[src/core/pims_map.vh]
// Register map, field positions and reset values of the interrupt block
`ifndef PIMS_MAP_VH
`define PIMS_MAP_VH

// ----------------------------------------
// Register indices and byte addresses
// ----------------------------------------
`define PIMS_MASK_IDX 8'h18
`define PIMS_STAT_IDX 8'h19
`define PIMS_MASK_ADDR 10'h060
`define PIMS_STAT_ADDR 10'h064
`define PIMS_ADDR_W 10

// ----------------------------------------
// Reset values
// ----------------------------------------
`define PIMS_MASK_RST 11'h000
`define PIMS_STAT_RST 10'h000
`define PIMS_PEND_RST 1'h0

// ----------------------------------------
// Field positions, shared by both registers
// ----------------------------------------
`define PIMS_BIT_CABLE 10
`define PIMS_BIT_SYNC 9
`define PIMS_BIT_NEG 8
`define PIMS_BIT_FRAME 7
`define PIMS_BIT_PAGE 6
`define PIMS_BIT_IDLE 5
`define PIMS_BIT_FIFO 4
`define PIMS_BIT_RECV 3
`define PIMS_BIT_LINK 2
`define PIMS_BIT_RATE 1
`define PIMS_BIT_PIN 0
`define PIMS_BIT_PEND 0
`define PIMS_NUM_EVT 10

// ----------------------------------------
// Bus encodings
// ----------------------------------------
`define PIMS_HTRANS_NONSEQ 2'h2
`define PIMS_HRESP_OKAY 1'h0

`endif

[src/core/pims_top.v]
// Interrupt enable and latched status registers behind an AHB-Lite slave
//
// Implementation choice: the AHB-Lite register port.
`timescale 1ns/10ps
`default_nettype none
`include "pims_map.vh"

module pims_top (
  // Clock and reset
  input wire core_clk,
  input wire rst_b,
  // AHB-Lite slave
  input wire hsel,
  input wire [31:0] haddr,
  input wire [1:0] htrans,
  input wire hwrite,
  input wire [2:0] hsize,
  input wire [31:0] hwdata,
  input wire hready,
  output wire [31:0] hrdata,
  output wire hreadyout,
  output wire hresp,
  // Event sources, one-cycle or level, same clock
  input wire cable_test_event,
  input wire mgmt_sync_lost_event,
  input wire negotiation_change_event,
  input wire frame_tester_event,
  input wire page_received_event,
  input wire idle_error_saturate_event,
  input wire mac_buffer_flow_error_event,
  input wire receive_state_change_event,
  input wire link_state_change_event,
  input wire rate_change_event,
  // Interrupt pin
  output wire int_n
);

  // ----------------------------------------
  // Reset release
  // ----------------------------------------
  reg rst_meta_q;
  reg rst_sync_q;
  wire rst_sync_b;

  // Assert at once, release two edges later so all flops leave together
  always @(posedge core_clk or negedge rst_b)
  begin
    if (!rst_b)
    begin
      rst_meta_q <= 1'b0;
      rst_sync_q <= 1'b0;
    end
    else
    begin
      rst_meta_q <= 1'b1;
      rst_sync_q <= rst_meta_q;
    end
  end

  assign rst_sync_b = rst_sync_q;

  // ----------------------------------------
  // Address phase
  // ----------------------------------------
  wire addr_valid;
  wire hit_mask;
  wire hit_stat;
  wire rd_stat_now;
  wire rd_mask_now;
  wire rd_any_now;
  wire wr_mask_now;

  // Only the low bits decode; the map repeats above them
  assign addr_valid = hsel & hready & (htrans == `PIMS_HTRANS_NONSEQ);
  assign hit_mask = (haddr[`PIMS_ADDR_W-1:0] == `PIMS_MASK_ADDR);
  assign hit_stat = (haddr[`PIMS_ADDR_W-1:0] == `PIMS_STAT_ADDR);
  assign rd_stat_now = addr_valid & ~hwrite & hit_stat;
  assign rd_mask_now = addr_valid & ~hwrite & hit_mask;
  assign rd_any_now = rd_stat_now | rd_mask_now;
  assign wr_mask_now = addr_valid & hwrite & hit_mask;

  // ----------------------------------------
  // Data phase bookkeeping
  // ----------------------------------------
  reg wr_mask_q;

  // Status is read-only; writes to it and unmapped writes are dropped
  always @(posedge core_clk or negedge rst_sync_b)
  begin
    if (!rst_sync_b)
    begin
      wr_mask_q <= 1'b0;
    end
    else if (hready)
    begin
      wr_mask_q <= wr_mask_now;
    end
  end

  // ----------------------------------------
  // Enable register
  // ----------------------------------------
  reg [10:0] mask_q;
  reg [10:0] mask_d;

  // Reserved bits 15..11 are dropped on write
  always @*
  begin
    mask_d = mask_q;
    if (wr_mask_q)
    begin
      mask_d = hwdata[10:0];
    end
  end

  always @(posedge core_clk or negedge rst_sync_b)
  begin
    if (!rst_sync_b)
    begin
      mask_q <= `PIMS_MASK_RST;
    end
    else
    begin
      mask_q <= mask_d;
    end
  end

  // ----------------------------------------
  // Named enables
  // ----------------------------------------
  wire cable_test_event_enable;
  wire mgmt_sync_event_enable;
  wire negotiation_change_enable;
  wire frame_tester_event_enable;
  wire page_received_enable;
  wire idle_error_saturate_enable;
  wire mac_buffer_flow_error_enable;
  wire receive_state_change_enable;
  wire link_state_change_enable;
  wire rate_change_enable;
  wire interrupt_pin_enable;
  wire [`PIMS_NUM_EVT-1:0] evt_enable;

  assign cable_test_event_enable = mask_q[`PIMS_BIT_CABLE];
  assign mgmt_sync_event_enable = mask_q[`PIMS_BIT_SYNC];
  assign negotiation_change_enable = mask_q[`PIMS_BIT_NEG];
  assign frame_tester_event_enable = mask_q[`PIMS_BIT_FRAME];
  assign page_received_enable = mask_q[`PIMS_BIT_PAGE];
  assign idle_error_saturate_enable = mask_q[`PIMS_BIT_IDLE];
  assign mac_buffer_flow_error_enable = mask_q[`PIMS_BIT_FIFO];
  assign receive_state_change_enable = mask_q[`PIMS_BIT_RECV];
  assign link_state_change_enable = mask_q[`PIMS_BIT_LINK];
  assign rate_change_enable = mask_q[`PIMS_BIT_RATE];
  assign interrupt_pin_enable = mask_q[`PIMS_BIT_PIN];

  // Vector index k holds register bit k+1
  assign evt_enable = {
    cable_test_event_enable,
    mgmt_sync_event_enable,
    negotiation_change_enable,
    frame_tester_event_enable,
    page_received_enable,
    idle_error_saturate_enable,
    mac_buffer_flow_error_enable,
    receive_state_change_enable,
    link_state_change_enable,
    rate_change_enable
  };

  // ----------------------------------------
  // Event flags
  // ----------------------------------------
  wire [`PIMS_NUM_EVT-1:0] evt_in;
  wire [`PIMS_NUM_EVT-1:0] flags_q;
  wire [`PIMS_NUM_EVT-1:0] flags_d;
  wire cable_test_event_flag;
  wire mgmt_sync_lost_flag;
  wire negotiation_change_flag;
  wire frame_tester_event_flag;
  wire page_received_flag;
  wire idle_error_saturate_flag;
  wire mac_buffer_flow_error_flag;
  wire receive_state_change_flag;
  wire link_state_change_flag;
  wire rate_change_flag;

  // Raw events feed the flags; the enables play no part here
  assign evt_in = {
    cable_test_event,
    mgmt_sync_lost_event,
    negotiation_change_event,
    frame_tester_event,
    page_received_event,
    idle_error_saturate_event,
    mac_buffer_flow_error_event,
    receive_state_change_event,
    link_state_change_event,
    rate_change_event
  };

  pims_sticky #(
    .WIDTH(`PIMS_NUM_EVT)
  ) u_flags (
    .core_clk(core_clk),
    .rst_sync_b(rst_sync_b),
    .set_i(evt_in),
    .clear_all(rd_stat_now),
    .flags_q(flags_q),
    .flags_d(flags_d)
  );

  // ----------------------------------------
  // Named flags
  // ----------------------------------------
  assign cable_test_event_flag = flags_q[`PIMS_BIT_CABLE-1];
  assign mgmt_sync_lost_flag = flags_q[`PIMS_BIT_SYNC-1];
  assign negotiation_change_flag = flags_q[`PIMS_BIT_NEG-1];
  assign frame_tester_event_flag = flags_q[`PIMS_BIT_FRAME-1];
  assign page_received_flag = flags_q[`PIMS_BIT_PAGE-1];
  assign idle_error_saturate_flag = flags_q[`PIMS_BIT_IDLE-1];
  assign mac_buffer_flow_error_flag = flags_q[`PIMS_BIT_FIFO-1];
  assign receive_state_change_flag = flags_q[`PIMS_BIT_RECV-1];
  assign link_state_change_flag = flags_q[`PIMS_BIT_LINK-1];
  assign rate_change_flag = flags_q[`PIMS_BIT_RATE-1];

  // ----------------------------------------
  // Pending flag
  // ----------------------------------------
  reg pend_q;
  reg pend_d;
  wire [`PIMS_NUM_EVT-1:0] evt_armed;
  wire pend_src;

  // Includes the flags' next value so an event during a read still counts
  assign evt_armed = flags_d & evt_enable;
  assign pend_src = |evt_armed;

  // A status read restarts pending from this cycle's events only
  always @*
  begin
    pend_d = pend_q | pend_src;
    if (rd_stat_now)
    begin
      pend_d = pend_src;
    end
  end

  always @(posedge core_clk or negedge rst_sync_b)
  begin
    if (!rst_sync_b)
    begin
      pend_q <= `PIMS_PEND_RST;
    end
    else
    begin
      pend_q <= pend_d;
    end
  end

  // ----------------------------------------
  // Interrupt pin
  // ----------------------------------------
  reg int_n_q;

  // Registered so decode glitches never reach the pin
  always @(posedge core_clk or negedge rst_sync_b)
  begin
    if (!rst_sync_b)
    begin
      int_n_q <= 1'b1;
    end
    else
    begin
      // Follows pend_d so the pin moves with the pending bit
      int_n_q <= ~(pend_d & mask_d[`PIMS_BIT_PIN]);
    end
  end

  assign int_n = int_n_q;

  // ----------------------------------------
  // Status view
  // ----------------------------------------
  wire [15:0] stat_view;

  // Reserved bits are not stored and read as zero
  assign stat_view = {
    5'h0,
    cable_test_event_flag,
    mgmt_sync_lost_flag,
    negotiation_change_flag,
    frame_tester_event_flag,
    page_received_flag,
    idle_error_saturate_flag,
    mac_buffer_flow_error_flag,
    receive_state_change_flag,
    link_state_change_flag,
    rate_change_flag,
    pend_q
  };

  // ----------------------------------------
  // Read data
  // ----------------------------------------
  reg [31:0] rdata_q;
  reg [31:0] rdata_d;
  wire [10:0] mask_view;

  // A mask write in its data phase is forwarded to a read behind it
  assign mask_view = wr_mask_q ? hwdata[10:0] : mask_q;

  always @*
  begin
    rdata_d = 32'h0000_0000;
    if (rd_mask_now)
    begin
      rdata_d = {21'h0, mask_view};
    end
    else if (rd_stat_now)
    begin
      rdata_d = {16'h0000, stat_view};
    end
  end

  always @(posedge core_clk or negedge rst_sync_b)
  begin
    if (!rst_sync_b)
    begin
      rdata_q <= 32'h0000_0000;
    end
    else if (hready)
    begin
      rdata_q <= rd_any_now ? rdata_d : 32'h0000_0000;
    end
  end

  // ----------------------------------------
  // Bus response
  // ----------------------------------------
  // Zero wait states, always OKAY; hsize is not checked
  assign hrdata = rdata_q;
  assign hreadyout = 1'b1;
  assign hresp = `PIMS_HRESP_OKAY;

endmodule

`default_nettype wire

[src/core/pims_sticky.v]
// Bank of sticky event flags with clear-all and set priority
`timescale 1ns/10ps
`default_nettype none

module pims_sticky #(
  parameter WIDTH = 10
) (
  // Clock and reset
  input wire core_clk,
  input wire rst_sync_b,
  // Control
  input wire [WIDTH-1:0] set_i,
  input wire clear_all,
  // State
  output wire [WIDTH-1:0] flags_q,
  output wire [WIDTH-1:0] flags_d
);

  reg [WIDTH-1:0] flag_q;

  // An event in the clearing cycle survives the clear
  assign flags_d = clear_all ? set_i : (flag_q | set_i);
  assign flags_q = flag_q;

  always @(posedge core_clk or negedge rst_sync_b)
  begin
    if (!rst_sync_b)
    begin
      flag_q <= {WIDTH{1'b0}};
    end
    else
    begin
      flag_q <= flags_d;
    end
  end

endmodule

`default_nettype wire

[config.mk]
export PLATFORM = sky130hd
export DESIGN_NAME = pims_top
export DESIGN_NICKNAME = d
export VERILOG_FILES = /design/src/core/pims_top.v /design/src/core/pims_sticky.v
export VERILOG_INCLUDE_DIRS = /design/src /design/src/core
export SDC_FILE = /design/constraint.sdc
export NUM_CORES = 1
export LEC_CHECK = 0
export ABC_AREA = 1
export BUFFER_PORTS_ARGS = -buffer_cell sky130_fd_sc_hd__buf_2
export CORE_MARGIN = 8
export CORE_UTILIZATION = 45
export CTS_CLUSTER_SIZE = 25
export DETAILED_ROUTE_END_ITERATION = 16
export GPL_TIMING_DRIVEN = 0
export PLACE_DENSITY_LB_ADDON = 0.3
export SLEW_MARGIN = 20
export SYNTH_ARGS = -nofsm -noshare
export SYNTH_HDL_FRONTEND = slang
export SYNTH_HIERARCHICAL = 1
export SYNTH_SLANG_ARGS = --single-unit
[constraint.sdc]
create_clock -name core_clk -period 3.2 [get_ports core_clk]
set_clock_uncertainty 0.1 [all_clocks]
set_input_delay 0 -clock core_clk [delete_from_list [all_inputs] [get_ports core_clk]]
set_output_delay 0 -clock core_clk [all_outputs]
set_load 0.05 [all_outputs]
==> After elaboration in Yosys (flattened, before gate mapping) <==
Index checks and enable logic that the tools add are counted.
{ "classes": {"muxes": 6, "n_eq_ne": 3, "n_reduce_logical": 1, "bitwise": 14} }
{ "ops": {"columns": ["cell", "count"], "rows": [
  ["32-bit 2-to-1 mux", 2],
  ["11-bit 2-to-1 mux", 2],
  ["10-bit by 7-bit == test with 1-bit output, second input constant", 2],
  ["10-bit AND", 1],
  ["10-bit 2-to-1 mux", 1],
  ["10-bit OR", 1],
  ["10-bit OR reduction", 1],
  ["1-bit AND", 8],
  ["2-bit == test, second input constant", 1],
  ["1-bit inverter", 2],
  ["1-bit OR", 2],
  ["1-bit 2-to-1 mux", 1]
]} }
{ "totals": {"out_inout_bits": 35, "regBits": 58, "input_bits": 84} }

==> Logic depth before layout (Yosys ltp) <==
{ "depth": {"ltp_word": 11, "ltp_mapped": 14} }

==> By module <==
Netlist, hierarchy kept.
{ "modules_own_cells": {"columns": ["mod", "area_each_um2", "n_inst", "cells_each"], "rows": [
  ["pims_top", 1549.0, 1, 187],
  ["pims_sticky", 366.6, 1, 41]
]} }

==> Worst setup path after synthesis <==
Ideal clock, no wire load.
{ "synth_path": {"kind": "input -> register", "from": "input port haddr[4]", "to": "register pend_q", "slack_ns": 1.921, "cell_stages": 12, "t_arrival_ns": 1.049, "n_path_buf": 0, "cell_sequence": "nor2_1 nand2_2 nor2_8 nand3_2 inv_1 inv_2 nand2_1 nand2_1 nand2_1 nand4_1 nor3_1 nand2_1"} }
{ "synth_via": {"elab_chain_len": 7} }
{ "synth_lines": {"columns": ["element", "line", "text"], "rows": [
  ["from (decl)", "pims_top.v:14", "input wire [31:0] haddr,"],
  ["10-bit by 7-bit == test with 1-bit output (no line) *", null, null],
  ["1-bit AND *", "pims_top.v:77", "assign rd_stat_now = addr_valid & ~hwrite & hit_stat;"],
  ["named net rd_stat_now", "pims_top.v:68", "wire rd_stat_now;"],
  ["10-bit 2-to-1 mux *", "pims_sticky.v:22", "assign flags_d = clear_all ? set_i : (flag_q | set_i);"],
  ["named net flags_d[7]", "pims_top.v:175", "wire [`PIMS_NUM_EVT-1:0] flags_d;"],
  ["10-bit AND *", "pims_top.v:235", "assign evt_armed = flags_d & evt_enable;"],
  ["10-bit OR reduction *", "pims_top.v:236", "assign pend_src = |evt_armed;"],
  ["1-bit OR", "pims_top.v:241", "pend_d = pend_q | pend_src;"],
  ["1-bit 2-to-1 mux *", "pims_top.v:242", "if (rd_stat_now)"],
  ["named net pend_d", "pims_top.v:230", "reg pend_d;"],
  ["to (signal assigned)", "pims_top.v:252", "pend_q <= `PIMS_PEND_RST;"],
  ["to (signal assigned)", "pims_top.v:256", "pend_q <= pend_d;"],
  ["to (decl)", "pims_top.v:229", "reg pend_q;"]
]} }
Mark *: on every way through the listed nets, which the timed path passes. The rest lies on a longest branch.
A chain may end at the register's enable or synchronous reset.

==> Worst setup path in the final report <==
{ "layout_path": {"from": "input port hready", "to": "register pend_q"} }
{ "layout_via": {"elab_chain_len": 9} }
{ "layout_lines": {"columns": ["element", "line", "text"], "rows": [
  ["from (decl)", "pims_top.v:19", "input wire hready,"],
  ["1-bit AND * (2 in a row)", "pims_top.v:74", "assign addr_valid = hsel & hready & (htrans == `PIMS_HTRANS_NONSEQ);"],
  ["1-bit AND * (2 in a row)", "pims_top.v:77", null],
  ["named net rd_stat_now", "pims_top.v:68", null],
  ["10-bit 2-to-1 mux *", "pims_sticky.v:22", null],
  ["named net flags_d[2]", "pims_top.v:175", null],
  ["10-bit AND *", "pims_top.v:235", null],
  ["10-bit OR reduction *", "pims_top.v:236", null],
  ["1-bit OR", "pims_top.v:241", null],
  ["1-bit 2-to-1 mux *", "pims_top.v:242", null],
  ["named net pend_d", "pims_top.v:230", null]
]} }
Marks and branches as above.

==> out/qor.csv <==
metric,value,unit
H-Tree Depth,2,
core area,4060,um^2
critical-path cell list,dlygate4sd3_1 -> buf_2 -> inv_2 -> nor2_2 -> nand3_2 -> inv_2 -> nand3_2 -> inv_1 -> inv_2 -> nand2_1 -> nand2_1 -> nand2_1 -> nand4_1 -> nor3_1 -> nand2_1,
WP data required,3270,ps
"flops & latches, synth",37,
Worst Hold Depth,7,
GP Congestion,0.777,
Setup crit start kind,primary input,
crit-path max cell delay,540,ps
Leak,1.58,nW
syn_area_per_cell,8.40,um^2
# fillers,356,
PD cells,371,nW/um^2
Synth area leader,dfrtp_1,
hold slack,70.8,ps
row cnt,23,
Worst Setup End Kind,flop,
Synth cell types,23,
slowest CP cell,dlygate4sd3_1,
Die Wd,81.2,um
largest net degree at the start of global routing,36,
Die Ht,81.2,um
Peak Freq,0.552,GHz
IO Port Bufs,49,
Worst Reg2Reg Path Length in Cells,4,
Crit path arrival time,1880,ps
layout cells sized above 1,0.302,
first-pass GRT wire length,7.98,mm
Worst-Margin Slew,760,ps
Crit path depth,15,
worst r2r dst,wr_mask_q$_DFFE_PN0P_,
per-cell routed wire length,12.6,um
GRT Residual Overflow,0,
worst hold start,htrans[0],
Root Buffer Master,clkbuf_8,
Final Hold Violating Endpoints,0,
"Primary FF master, synth",dfrtp_1,
Residual DRC,0,
Final ANT Viol Nets,0,
crit-path leading delay family,buffers and inverters,
"Max FO, Critical Path",10,
final period utilization,0.566,
status,"finished, final reports clean",
maximum VDD drop,0.341,mV
global-route usage over all layers,0.155,
Syn Std Cell Area,1920,um^2
Worst Path Buf+Inv,6,
RSZ-0062 raised after global routing,no,
Layout area overhead,39.8,%
flop2flop setup slack,1660,ps
hold path endpoint,hrdata[0]$_DFFE_PN0P_,
Iter 0 DRT Violations,96,
CTS Sinks,37,
initial antenna violation count,0,
post-route setup TNS,0,ps
hpwl dp,3.56,mm
endpoints failing setup,0,
vias in the first global route,1811,
share of the synthesized area in the top cell type,0.470,
Post-synth EDFFs,0,
register area share after synthesis,0.484,
min Tclk post-route,1810,ps
Post-Syn Instances,228,
drt total wl,4.86,mm
Vias,1769,
First-pass DRT Iterations,4,
synth top area cells,"dfrtp_1 (47%), nand2_1 (13%), buf_4 (10%), nand4_1 (7.5%), inv_1 (5.5%)",
Final #Nets,417,
Longest Clk Path Bufs,2,
TritonCTS Buffers,5,
"Reg clk slew, reported paths",80,ps
Slew Limit Fails,0,
DIE AREA,6600,um^2
Vias/cell,4.61,
I/O pin count,119,
multi-input combinational cell area,724,um^2
Initial Util,0.472,
"FFs w/ async S/R, synth",1.00,
Ant. Diodes,0,
Hold/Removal Path Class,primary input to flop,
CTS tree,done,
Tot Pwr,993,uW
max_slew headroom,0.493,
category of the most critical setup path,primary input to flop,
worst r2r src,wr_mask_q$_DFFE_PN0P_,
Sequential Area,928,um^2
max cap viols,0,
Clock Latency Late Sink,290,ps
yosys warns,6,
most frequent CP cell,nand2_1,
[how the worst max path moves through the flow]
stage / start / end / slack [ps]
3_5_place_dp: haddr[4] / pend_q$_DFF_PN0_ / 1550
4_1_cts: hready / pend_q$_DFF_PN0_ / 1390
3_3_place_gp: haddr[4] / pend_q$_DFF_PN0_ / 1580
6_report: hready / pend_q$_DFF_PN0_ / 1390
2_1_floorplan: haddr[4] / pend_q$_DFF_PN0_ / 1920
5_1_grt: hready / int_n$_DFF_PN1_ / 1220
[area by class of cell]
class,instances,area share
inverter,31,0.0434
clock inverter,1,0.00187
buffer,31,0.0859
tap,50,0.0234
multi-input combinational,151,0.270
clock buffer,7,0.0360
timing repair buffer,76,0.192
sequential,37,0.347
[cells by family (layout without fill, tap and decap cells)]
| group | count (synthesis) | count (layout) | share of synthesized area |
|---|---|---|---|
| flops | 37 | 37 | 0.484 |
| simple gates | 115 | 115 | 0.300 |
| buf+inv | 62 | 146 | 0.181 |
| compound gates | 12 | 12 | 0.0313 |
| other cells | 2 | 24 | 0.00392 |
[cell usage after synthesis (2+ instances only)]
| master | count |
|---|---|
| inv_1 | 28 |
| dfrtp_1 | 36 |
| nor2_2 | 2 |
| nand4_1 | 23 |
| clkbuf_1 | 2 |
| nand3_1 | 14 |
| buf_4 | 26 |
| nor2_4 | 3 |
| inv_2 | 3 |
| nand2_1 | 64 |
| o21ai_1 | 11 |
| nor2_1 | 3 |
| conb_1 | 2 |
| nand3_2 | 2 |
[routing by layer]
metal	wire length (um)	part of all wire	track usage
met4	55	0.011	0.0518
met1	1890	0.39	0.173
met3	417	0.086	0.0419
met2	2500	0.51	0.277
met5	0	0	0
[stage by stage]
stage | setup slack, ps | cells | util | instance area, um^2
final | 1390 | 384 | 0.660 | 2680
after global routing | 1220 | 384 | 0.660 | 2680
after CTS | 1390 | 384 | 0.660 | 2680
after detailed placement | 1550 | 349 | 0.569 | 2310
after global placement | 1580 | 349 | 0.568 | 2310
after floorplan | 1920 | 250 | - | 2000
[cells in the final DEF (no fill, tap or decap), drive strengths merged]
master,count
clkinv,1
o21ai,12
dfstp,1
buf,77
nand2,66
nor2,9
nand3,16
dfrtp,36
nor3,1
dlygate4sd3,27
inv,31
clkbuf,10
nand4,23
conb,24
[flip-flops by register name (all words and copies together), names as in the netlist]
name,flops
rst_meta_q,1
wr_mask_q,1
hrdata,11
pend_q,1
int_n,1
rst_sync_b,1
mask_q,11
u_flags/flags_q,10
[where the power goes]
group / switching [mW] / internal [mW]
Combinational: 0.0948 / 0.0626
Sequential: 0.00876 / 0.469
Clock: 0.163 / 0.195
Total: 0.267 / 0.727
[worst min-delay path, cell delays in order]
cell	delay [ps]
buf_2	80
nor2_2	40
nand3_2	70
inv_2	60
nand4_1	70
nand2_1	50
nand2_1	50
[what timing repair did]
| action | 4_1_cts | 5_1_grt |
|---|---|---|
| gates resized for setup | 0 | 0 |
| setup endpoints to repair | 0 | 0 |
| hold endpoints to repair | 28 | 0 |
| buffers inserted | 0 | 0 |
| hold buffers | 27 | 0 |
Power figures use the tool's default switching activity.
